### config.mk
export PLATFORM = sky130hd
export DESIGN_NAME = sicd_decoder
export DESIGN_NICKNAME = d
export VERILOG_FILES = /design/src/inc/sicd_pkg.sv /design/src/logic/sicd_input_filter.sv /design/src/logic/sicd_decoder.sv
export SDC_FILE = /design/constraint.sdc
export NUM_CORES = 1
export LEC_CHECK = 0
export ABC_AREA = 1
export BUFFER_PORTS_ARGS = -buffer_cell sky130_fd_sc_hd__buf_2
export CAP_MARGIN = 20
export CORE_MARGIN = 2
export CORE_UTILIZATION = 45
export CTS_CLUSTER_DIAMETER = 50
export DETAILED_ROUTE_END_ITERATION = 10
export PLACE_DENSITY_LB_ADDON = 0.1
export RECOVER_POWER = 50
export SLEW_MARGIN = 30
export SYNTH_ARGS = -nofsm -noshare
export SYNTH_HDL_FRONTEND = slang
export SYNTH_SLANG_ARGS = --single-unit
### constraint.sdc
create_clock -name mclk -period 9.1 [get_ports mclk]
set_clock_uncertainty 0.1 [all_clocks]
set_input_delay 1.365 -clock mclk [delete_from_list [all_inputs] [get_ports mclk]]
set_output_delay 1.365 -clock mclk [all_outputs]
set_load 0.01 [all_outputs]
### src/inc/sicd_pkg.sv
`default_nettype none
// ****************************************************************
// Shared constants and types of the input command decoder
// ****************************************************************
package sicd_pkg;

  // ****************************************************************
  // Widths
  // ****************************************************************
  localparam int ADDR_W    = 5;
  localparam int DATA_W    = 32;
  localparam int SET_W     = 16;
  localparam int CNT_W     = 16;
  localparam int NUM_IN    = 9;
  localparam int NUM_SPEED = 7;
  localparam int NUM_GEAR  = 4;
  localparam int SEL_W     = 3;
  localparam int GEAR_W    = 2;

  // ****************************************************************
  // Register offsets (word index on the register port)
  // ****************************************************************
  localparam logic [ADDR_W-1:0] REG_CTRL       = 5'h00;
  localparam logic [ADDR_W-1:0] REG_STATUS     = 5'h01;
  localparam logic [ADDR_W-1:0] REG_INPUTS     = 5'h02;
  localparam logic [ADDR_W-1:0] REG_CLEARS     = 5'h03;
  localparam logic [ADDR_W-1:0] REG_SPEED_BASE = 5'h08;
  localparam logic [ADDR_W-1:0] REG_GEAR_BASE  = 5'h10;

  // ****************************************************************
  // Control register fields
  // ****************************************************************
  localparam int CTRL_MODE_LSB  = 0;
  localparam int CTRL_MODE_MSB  = 1;
  localparam int CTRL_LEVEL_CLR = 2;
  localparam int CTRL_SP3_EN    = 3;
  localparam int CTRL_GEAR_EN   = 4;
  localparam int CTRL_GAIN_EN   = 5;
  localparam int CTRL_ABS_SYS   = 6;
  localparam int CTRL_W         = 7;
  localparam logic [CTRL_W-1:0] CTRL_RESET = 7'h00;

  // ****************************************************************
  // Status register fields
  // ****************************************************************
  localparam int STAT_HALT      = 0;
  localparam int STAT_ANALOG    = 1;
  localparam int STAT_PROP      = 2;
  localparam int STAT_GAIN_ALT  = 3;
  localparam int STAT_CLEARING  = 4;
  localparam int STAT_SEL_LSB   = 8;
  localparam int STAT_GEAR_LSB  = 12;

  // ****************************************************************
  // Filtered input bit positions
  // ****************************************************************
  localparam int IN_SP0  = 0;
  localparam int IN_SP1  = 1;
  localparam int IN_SP2  = 2;
  localparam int IN_PROP = 3;
  localparam int IN_EMG  = 4;
  localparam int IN_CLR  = 5;
  localparam int IN_CM0  = 6;
  localparam int IN_CM1  = 7;
  localparam int IN_GAIN = 8;

  // ****************************************************************
  // Timing
  // ****************************************************************
  localparam int CLK_MHZ       = 200;
  localparam int DEBOUNCE_US   = 100;
  localparam int DROOP_MIN_MS  = 10;
  localparam logic [CNT_W-1:0] DEBOUNCE_CYCLES_DEF =
    CNT_W'(DEBOUNCE_US * CLK_MHZ);

  // ****************************************************************
  // Types
  // ****************************************************************
  typedef enum logic [1:0] {
    MODE_POS    = 2'b00,
    MODE_SPEED  = 2'b01,
    MODE_TORQUE = 2'b10
  } sicd_mode_t;

  typedef enum logic {
    HALT_RUN  = 1'b0,
    HALT_STOP = 1'b1
  } sicd_halt_t;

endpackage
`default_nettype wire

### src/logic/sicd_input_filter.sv
`timescale 1ns/100ps
`default_nettype none
module sicd_input_filter #(
  parameter logic [sicd_pkg::CNT_W-1:0] LIMIT = sicd_pkg::DEBOUNCE_CYCLES_DEF
) (
  // Clock and reset
  input  wire logic                        mclk,
  input  wire logic                        reset_n,
  // Raw pins
  input  wire logic [sicd_pkg::NUM_IN-1:0] raw,
  // Filtered levels
  output logic      [sicd_pkg::NUM_IN-1:0] stable
);
  import sicd_pkg::*;

  logic [NUM_IN-1:0] meta;
  logic [NUM_IN-1:0] sync;
  logic [CNT_W-1:0]  cnt [NUM_IN];

  // ****************************************************************
  // Two-flop synchroniser
  // ****************************************************************
  always_ff @(posedge mclk) begin
    if (!reset_n) begin
      meta <= '0;
      sync <= '0;
    end else begin
      meta <= raw;
      sync <= meta;
    end
  end

  // ****************************************************************
  // Stability counters
  // ****************************************************************
  always_ff @(posedge mclk) begin
    for (int i = 0; i < NUM_IN; i++) begin
      if (!reset_n) begin
        cnt[i] <= '0;
      end else if (sync[i] == stable[i]) begin
        cnt[i] <= '0;
      end else if (cnt[i] >= LIMIT - CNT_W'(1)) begin
        cnt[i] <= '0;
      end else begin
        cnt[i] <= cnt[i] + CNT_W'(1);
      end
    end
  end

  // ****************************************************************
  // Accepted level
  // ****************************************************************
  always_ff @(posedge mclk) begin
    for (int i = 0; i < NUM_IN; i++) begin
      if (!reset_n) begin
        stable[i] <= 1'b0;
      end else if (sync[i] != stable[i] && cnt[i] >= LIMIT - CNT_W'(1)) begin
        stable[i] <= sync[i];
      end
    end
  end

endmodule
`default_nettype wire

### src/logic/sicd_decoder.sv
// Contract
// Speed mode: code 0 picks the analog reference, 1..7 a stored setting.
// Torque mode: code 0 picks the analog ceiling, 1..7 a stored limit.
// The top speed-select bit counts only when enabled, else it reads as off.
// While proportional-only is on, the speed loop is proportional only.
// Emergency-halt off enters stop: base drive off, dynamic brake on.
// Emergency-halt back on leaves the stop state.
// In position mode a rising edge of droop-clear clears the droop counter.
// The controller holds droop-clear on for at least 10 ms per request; the bench model holds it HOLD = 20 cycles past the last request cycle.
// A droop clear also flushes the pending command smoothing delay.
// In level-clear mode the droop counter stays cleared while input is on.
// Gear code 00 picks the base numerator, 01, 10, 11 the second to fourth.
// With the absolute position system in use the gear inputs are ignored.
// While gain-switch is on the alternate gain set is selected.
// Gain-switch and gear inputs act only when enabled.
// Every discrete input is synchronised and debounced before decoding.
//
// Strobed register access and the placing of the registers were chosen for this implementation.
`timescale 1ns/100ps
`default_nettype none
module sicd_decoder #(
  parameter logic [sicd_pkg::CNT_W-1:0] DEBOUNCE_CYCLES =
    sicd_pkg::DEBOUNCE_CYCLES_DEF
) (
  // Clock and reset
  input  wire logic                          mclk,
  input  wire logic                          reset_n,
  // Discrete inputs from the controller
  input  wire logic                          speed_select_bit0,
  input  wire logic                          speed_select_bit1,
  input  wire logic                          speed_select_bit2,
  input  wire logic                          proportional_only_request,
  input  wire logic                          emergency_halt_input,
  input  wire logic                          droop_clear_input,
  input  wire logic                          gear_select_bit0,
  input  wire logic                          gear_select_bit1,
  input  wire logic                          gain_switch_input,
  // Register port
  input  wire logic [sicd_pkg::ADDR_W-1:0]   reg_addr,
  input  wire logic [sicd_pkg::DATA_W-1:0]   reg_wr_data,
  input  wire logic                          reg_wr,
  input  wire logic                          reg_rd,
  output logic      [sicd_pkg::DATA_W-1:0]   reg_rd_data,
  // Speed command selection
  output logic                               select_analog_speed_reference,
  output logic                               select_analog_speed_ceiling,
  output logic      [sicd_pkg::SEL_W-1:0]    speed_setting_index,
  output logic      [sicd_pkg::SET_W-1:0]    speed_setting_value,
  output logic                               speed_value_is_limit,
  // Loop and gain control
  output logic                               loop_proportional_only,
  output logic                               gain_set_alternate,
  // Power stage
  output logic                               base_drive_enable,
  output logic                               dynamic_brake_on,
  // Position counter control
  output logic                               droop_clear,
  output logic                               smoothing_flush,
  // Electronic gear
  output logic      [sicd_pkg::GEAR_W-1:0]   gear_index,
  output logic      [sicd_pkg::SET_W-1:0]    gear_numerator
);
  import sicd_pkg::*;

  // ********************
  // Helpers
  // ********************
  function automatic logic sicd_gate(input logic level, input logic enable);
    sicd_gate = level & enable;
  endfunction

  function automatic logic sicd_in_window(
    input logic [ADDR_W-1:0] addr,
    input logic [ADDR_W-1:0] base,
    input int                count
  );
    logic [ADDR_W-1:0] off;
    off = addr - base;
    sicd_in_window = (addr >= base) && (off < ADDR_W'(count));
  endfunction

  // ********************
  // Declarations
  // ********************
  logic [NUM_IN-1:0] raw_in;
  logic [NUM_IN-1:0] filt;
  logic [CTRL_W-1:0] ctrl;
  logic [SET_W-1:0]  speed_set [NUM_SPEED];
  logic [SET_W-1:0]  gear_set  [NUM_GEAR];
  logic [DATA_W-1:0] clear_count;
  logic              clr_prev;
  sicd_halt_t        halt_state;
  sicd_halt_t        next_halt_state;
  sicd_mode_t        mode;
  logic [SEL_W-1:0]  next_sel;
  logic [GEAR_W-1:0] next_gear;
  logic              next_clear;
  logic [ADDR_W-1:0] speed_off;
  logic [ADDR_W-1:0] gear_off;
  logic [DATA_W-1:0] status_word;
  logic [DATA_W-1:0] next_rd_data;

  // ********************
  // Input conditioning
  // ********************
  always_comb begin
    raw_in          = '0;
    raw_in[IN_SP0]  = speed_select_bit0;
    raw_in[IN_SP1]  = speed_select_bit1;
    raw_in[IN_SP2]  = speed_select_bit2;
    raw_in[IN_PROP] = proportional_only_request;
    raw_in[IN_EMG]  = emergency_halt_input;
    raw_in[IN_CLR]  = droop_clear_input;
    raw_in[IN_CM0]  = gear_select_bit0;
    raw_in[IN_CM1]  = gear_select_bit1;
    raw_in[IN_GAIN] = gain_switch_input;
  end

  sicd_input_filter #(
    .LIMIT (DEBOUNCE_CYCLES)
  ) u_filter (
    .mclk    (mclk),
    .reset_n (reset_n),
    .raw     (raw_in),
    .stable  (filt)
  );

  // ********************
  // Operating mode
  // ********************
  always_comb begin
    case (ctrl[CTRL_MODE_MSB:CTRL_MODE_LSB])
      MODE_SPEED:  mode = MODE_SPEED;
      MODE_TORQUE: mode = MODE_TORQUE;
      default:     mode = MODE_POS;
    endcase
  end

  // ********************
  // Register writes
  // ********************
  assign speed_off = reg_addr - REG_SPEED_BASE;
  assign gear_off  = reg_addr - REG_GEAR_BASE;

  always_ff @(posedge mclk) begin
    if (!reset_n) begin
      ctrl <= CTRL_RESET;
    end else if (reg_wr && reg_addr == REG_CTRL) begin
      ctrl <= reg_wr_data[CTRL_W-1:0];
    end
  end

  always_ff @(posedge mclk) begin
    for (int i = 0; i < NUM_SPEED; i++) begin
      if (!reset_n) begin
        speed_set[i] <= '0;
      end else if (reg_wr && sicd_in_window(reg_addr, REG_SPEED_BASE,
                                            NUM_SPEED)
                   && speed_off == ADDR_W'(i)) begin
        speed_set[i] <= reg_wr_data[SET_W-1:0];
      end
    end
  end

  always_ff @(posedge mclk) begin
    for (int i = 0; i < NUM_GEAR; i++) begin
      if (!reset_n) begin
        gear_set[i] <= '0;
      end else if (reg_wr && sicd_in_window(reg_addr, REG_GEAR_BASE,
                                            NUM_GEAR)
                   && gear_off == ADDR_W'(i)) begin
        gear_set[i] <= reg_wr_data[SET_W-1:0];
      end
    end
  end

  // ********************
  // Speed command and speed limit selection
  // ********************
  always_comb begin
    next_sel = {sicd_gate(filt[IN_SP2], ctrl[CTRL_SP3_EN]),
                filt[IN_SP1], filt[IN_SP0]};
  end

  always_ff @(posedge mclk) begin
    if (!reset_n) begin
      select_analog_speed_reference <= 1'b0;
      select_analog_speed_ceiling   <= 1'b0;
      speed_setting_index           <= '0;
      speed_setting_value           <= '0;
      speed_value_is_limit          <= 1'b0;
    end else begin
      speed_setting_index <= next_sel;
      select_analog_speed_reference <=
        (mode == MODE_SPEED) && (next_sel == '0);
      select_analog_speed_ceiling <=
        (mode == MODE_TORQUE) && (next_sel == '0);
      speed_value_is_limit <= (mode == MODE_TORQUE);
      if (mode != MODE_POS && next_sel != '0) begin
        speed_setting_value <= speed_set[next_sel - SEL_W'(1)];
      end else begin
        speed_setting_value <= '0;
      end
    end
  end

  // ********************
  // Loop type and gain set
  // ********************
  always_ff @(posedge mclk) begin
    if (!reset_n) begin
      loop_proportional_only <= 1'b0;
      gain_set_alternate     <= 1'b0;
    end else begin
      loop_proportional_only <= filt[IN_PROP];
      gain_set_alternate <=
        sicd_gate(filt[IN_GAIN], ctrl[CTRL_GAIN_EN]);
    end
  end

  // ********************
  // Emergency stop state
  // ********************
  always_comb begin
    case (halt_state)
      HALT_RUN: begin
        if (!filt[IN_EMG]) begin
          next_halt_state = HALT_STOP;
        end else begin
          next_halt_state = HALT_RUN;
        end
      end
      HALT_STOP: begin
        if (filt[IN_EMG]) begin
          next_halt_state = HALT_RUN;
        end else begin
          next_halt_state = HALT_STOP;
        end
      end
      default: next_halt_state = HALT_STOP;
    endcase
  end

  always_ff @(posedge mclk) begin
    if (!reset_n) begin
      halt_state        <= HALT_STOP;
      base_drive_enable <= 1'b0;
      dynamic_brake_on  <= 1'b1;
    end else begin
      halt_state        <= next_halt_state;
      base_drive_enable <= (next_halt_state == HALT_RUN);
      dynamic_brake_on  <= (next_halt_state == HALT_STOP);
    end
  end

  // ********************
  // Droop counter clear
  // ********************
  always_comb begin
    if (mode != MODE_POS) begin
      next_clear = 1'b0;
    end else if (ctrl[CTRL_LEVEL_CLR]) begin
      next_clear = filt[IN_CLR];
    end else begin
      next_clear = filt[IN_CLR] & ~clr_prev;
    end
  end

  always_ff @(posedge mclk) begin
    if (!reset_n) begin
      clr_prev        <= 1'b0;
      droop_clear     <= 1'b0;
      smoothing_flush <= 1'b0;
    end else begin
      clr_prev        <= filt[IN_CLR];
      droop_clear     <= next_clear;
      smoothing_flush <= next_clear;
    end
  end

  always_ff @(posedge mclk) begin
    if (!reset_n) begin
      clear_count <= '0;
    end else if (reg_wr && reg_addr == REG_CLEARS) begin
      clear_count <= '0;
    end else if (next_clear) begin
      clear_count <= clear_count + DATA_W'(1);
    end
  end

  // ********************
  // Electronic gear selection
  // ********************
  always_comb begin
    if (ctrl[CTRL_GEAR_EN] && !ctrl[CTRL_ABS_SYS]) begin
      next_gear = {filt[IN_CM1], filt[IN_CM0]};
    end else begin
      next_gear = '0;
    end
  end

  always_ff @(posedge mclk) begin
    if (!reset_n) begin
      gear_index     <= '0;
      gear_numerator <= '0;
    end else begin
      gear_index     <= next_gear;
      gear_numerator <= gear_set[next_gear];
    end
  end

  // ********************
  // Status word
  // ********************
  always_comb begin
    status_word                 = '0;
    status_word[STAT_HALT]      = (halt_state == HALT_STOP);
    status_word[STAT_ANALOG]    = select_analog_speed_reference
                                  | select_analog_speed_ceiling;
    status_word[STAT_PROP]      = loop_proportional_only;
    status_word[STAT_GAIN_ALT]  = gain_set_alternate;
    status_word[STAT_CLEARING]  = droop_clear;
    status_word[STAT_SEL_LSB +: SEL_W]   = speed_setting_index;
    status_word[STAT_GEAR_LSB +: GEAR_W] = gear_index;
  end

  // ********************
  // Register reads
  // ********************
  always_comb begin
    next_rd_data = '0;
    if (reg_addr == REG_CTRL) begin
      next_rd_data[CTRL_W-1:0] = ctrl;
    end else if (reg_addr == REG_STATUS) begin
      next_rd_data = status_word;
    end else if (reg_addr == REG_INPUTS) begin
      next_rd_data[NUM_IN-1:0] = filt;
    end else if (reg_addr == REG_CLEARS) begin
      next_rd_data = clear_count;
    end else if (sicd_in_window(reg_addr, REG_SPEED_BASE, NUM_SPEED)) begin
      next_rd_data[SET_W-1:0] = speed_set[speed_off[SEL_W-1:0]];
    end else if (sicd_in_window(reg_addr, REG_GEAR_BASE, NUM_GEAR)) begin
      next_rd_data[SET_W-1:0] = gear_set[gear_off[GEAR_W-1:0]];
    end
  end

  always_ff @(posedge mclk) begin
    if (!reset_n) begin
      reg_rd_data <= '0;
    end else if (reg_rd) begin
      reg_rd_data <= next_rd_data;
    end else begin
      reg_rd_data <= '0;
    end
  end

endmodule
`default_nettype wire

==> impl_metrics.tcl <==
set metrics [dict create \
    cts.htree.levels 2 \
    async_reset_ff_share_pct 0 \
    avgSynthCellArea_um2 8.64 \
    fmax_ghz 0.179 \
    synth_seq_area_share_pct 56.0 \
    grt_max_degree 67 \
    cts_resized 0 \
    core_area_um2 49000 \
    status "complete, but fails checks" \
    routed_wirelength_um 60400 \
    post-route-period-util_pct 61.4 \
    slew_headroom_pct -105 \
    ant_nets 0 \
    io_pins 128 \
    yosysTopAreaCell "edfxtp_1" \
    finish.utilization_pct 52.7 \
    required_ns 9.45 \
    finalCriticalPeriod_ns 5.59 \
    gp_congestion 0.863 \
    first_iter_violations 1580 \
    ys.flop_type "edfxtp_1" \
    grt_pass1_wl_um 94100 \
    synth_seq_cells 464 \
    fin_tns_setup_ns 0 \
    area_growth_pct 15.7 \
    placed_area_um2 24000 \
    clkTransAtPathRegs_ns 0.06 \
    antenna_found_initial 3 \
    netlist.area_leader.share_pct 43.1 \
    arrival_ns 5.94 \
    drc 0 \
    cap_violations 2 \
    hold_end "u_filter.sync[1]" \
    worst_path_max_delay_cell "clkbuf_1" \
    avgRoutedWirePerCell_um 17.1 \
    hold_depth 2 \
    rsz0062_at_grt "no" \
    grt_pass1_vias 17450 \
    worstSetupPathType "primary input to register" \
    vias 18263 \
    cp-start-kind "primary input" \
    critPathMostFrequentCell "clkbuf_1" \
    end_kind "register" \
    cp_cell_sequence "clkbuf_1 > clkbuf_1 > nand4_1 > buf_4 > nor2_1" \
    initial_utilization_pct 45.6 \
    fin_nets 2884 \
    clk_path_buf_depth 3 \
    hp-class "register to register" \
    final_max_slew_viol_count 84 \
    tritoncts "done" \
    rows 81 \
    io_buffers 111 \
    reg2reg_from "u_filter.stable[7]" \
    dp.final_hpwl_um 39900 \
    cts_setup_buffers 0 \
    via_per_inst 5.18 \
    setup_viol_count_final 0 \
    synth_edf_count 320 \
    final_common_cell "nor2_1" \
    track_usage_pct 23.6 \
    r2r_slack_ns 4.32 \
    cp_max_fo 66 \
    ir_worst_vdd_uv 144 \
    clock-sinks 464 \
    synth_area_leaders "edfxtp_1, dfxtp_1, nor2_1, nand2_1, inv_1" \
    postCtsHoldBufs 0 \
    yosysWarnings 0 \
    dr.pass1.iters 7 \
    die-height_um 227 \
    cts.root.buffer_cell "clkbuf_16" \
    layout_common_cells "nor2_1, nand2_1, edfxtp_1" \
    leakage_nw 10.2 \
    drive_above_1_share_pct 6.26 \
    hold_violations 0 \
    slowest_delay_ns 2.21 \
    dpl_worst_slack_ns 4.04 \
    insertion_delay_ns 0.61 \
    synth_cells 2584 \
    design_area_um2 25800 \
    hp-start "u_filter.meta[1]" \
    dieArea_um2 51400 \
    tightest_slew_ns 3.07 \
    grt.overflow.total 0 \
    r2r_end "gear_numerator[2]" \
    violations "max-capacitance violations, max-slew violations" \
    cts_buffers 55 \
    fp.dieW_um 227 \
    syn_area_um2 22300 \
    power.density_nw_per_um2 197 \
    synth_cell_types 50 \
    r2r_cells 6 \
    setup_ws_ns 3.51 \
]
## sequential cells by signal, summed over array words and instances, names as in the netlist
name / flops
gear_numerator: 16
speed_setting_value: 16
reg_rd_data: 32
clr_prev: 1
u_filter.cnt: 144
gain_set_alternate: 1
ctrl: 7
speed_value_is_limit: 1
u_filter.stable: 9
u_filter.sync: 9
gear_set: 64
speed_set: 112
select_analog_speed_reference: 1
u_filter.meta: 9
speed_setting_index: 3
clear_count: 32
select_analog_speed_ceiling: 1
smoothing_flush: 1
loop_proportional_only: 1
base_drive_enable: 1
halt_state: 1
gear_index: 2
## through the flow
step,std cells,hold slack [ns],power [mW]
2_1_floorplan,2735,0.290,2.66
3_3_place_gp,3419,0.303,2.77
3_5_place_dp,3422,0.303,2.78
4_1_cts,3523,0.314,5.12
5_1_grt,3526,0.342,5.25
6_report,3527,0.309,5.08
## cells by family (layout without fill, tap and decap cells)
kind of cell | after synthesis | in the layout | share of synthesized area (%)
AO/OA/AOI/OAI | 416 | 416 | 10.1
XOR/XNOR | 82 | 82 | 3.22
adder cells (fa/ha/maj) | 17 | 17 | 0.953
buffers and inverters | 374 | 500 | 6.59
flip-flops | 464 | 464 | 56.0
other | 2 | 155 | 0.0337
AND/OR/NAND/NOR | 1229 | 1229 | 23.1
## report_power, final
| part | internal (mW) | switching (mW) |
|---|---|---|
| combinational | 0.0932 | 0.251 |
| sequential | 2.34 | 0.0566 |
| clock | 1.46 | 0.875 |
## final cells by class
cell class / instances / area (um^2)
Fill cell: 4624 / 23100
Sequential cell: 464 / 12500
Tap cell: 664 / 831
Clock buffer: 81 / 1630
Antenna cell: 2 / 5.00
Clock inverter: 20 / 314
Multi-Input combinational cell: 1897 / 8920
Timing Repair Buffer: 135 / 636
Inverter: 264 / 991
## worst max-delay path by stage
| stage | slack, ns | start | endpoint |
|---|---|---|---|
| floorplan | 5.19 | reg_addr[3] | speed_set[6][0] |
| global placement | 4.12 | reg_addr[1] | clear_count[10] |
| detailed placement | 4.04 | reg_addr[1] | clear_count[10] |
| CTS | 4.67 | reg_addr[1] | clear_count[10] |
| global route | 3.06 | reset_n | speed_set[1][8] |
| finish | 3.51 | reset_n | speed_set[1][8] |
## cells in the mapped netlist (all sizes together) (10+ instances only)
master	instances
a22oi	22
dfxtp	144
edfxtp	320
nand4	45
clkbuf	73
nor3	73
nand2	427
a21oi	176
xor2	67
nor3b	10
buf	37
ha	17
nand3	97
xnor2	15
o22ai	11
inv	262
nor4	14
o21ai	175
nor2	550
## layer usage
metal  share of wire (%)  GRT usage (%)  up-vias
met5               0.055              0        -
met2                  47           38.9      629
met4                 3.0           8.38        4
met1                  42           31.2     8593
li1                    -              -     8907
met3                 7.5           4.15      130
## worst max-delay path, delay by kind of cell
family	cells	cell delay, ns
buffers and inverters	3	3.06
AND/OR/NAND/NOR	2	1.50
Power figures use the tool's default switching activity.
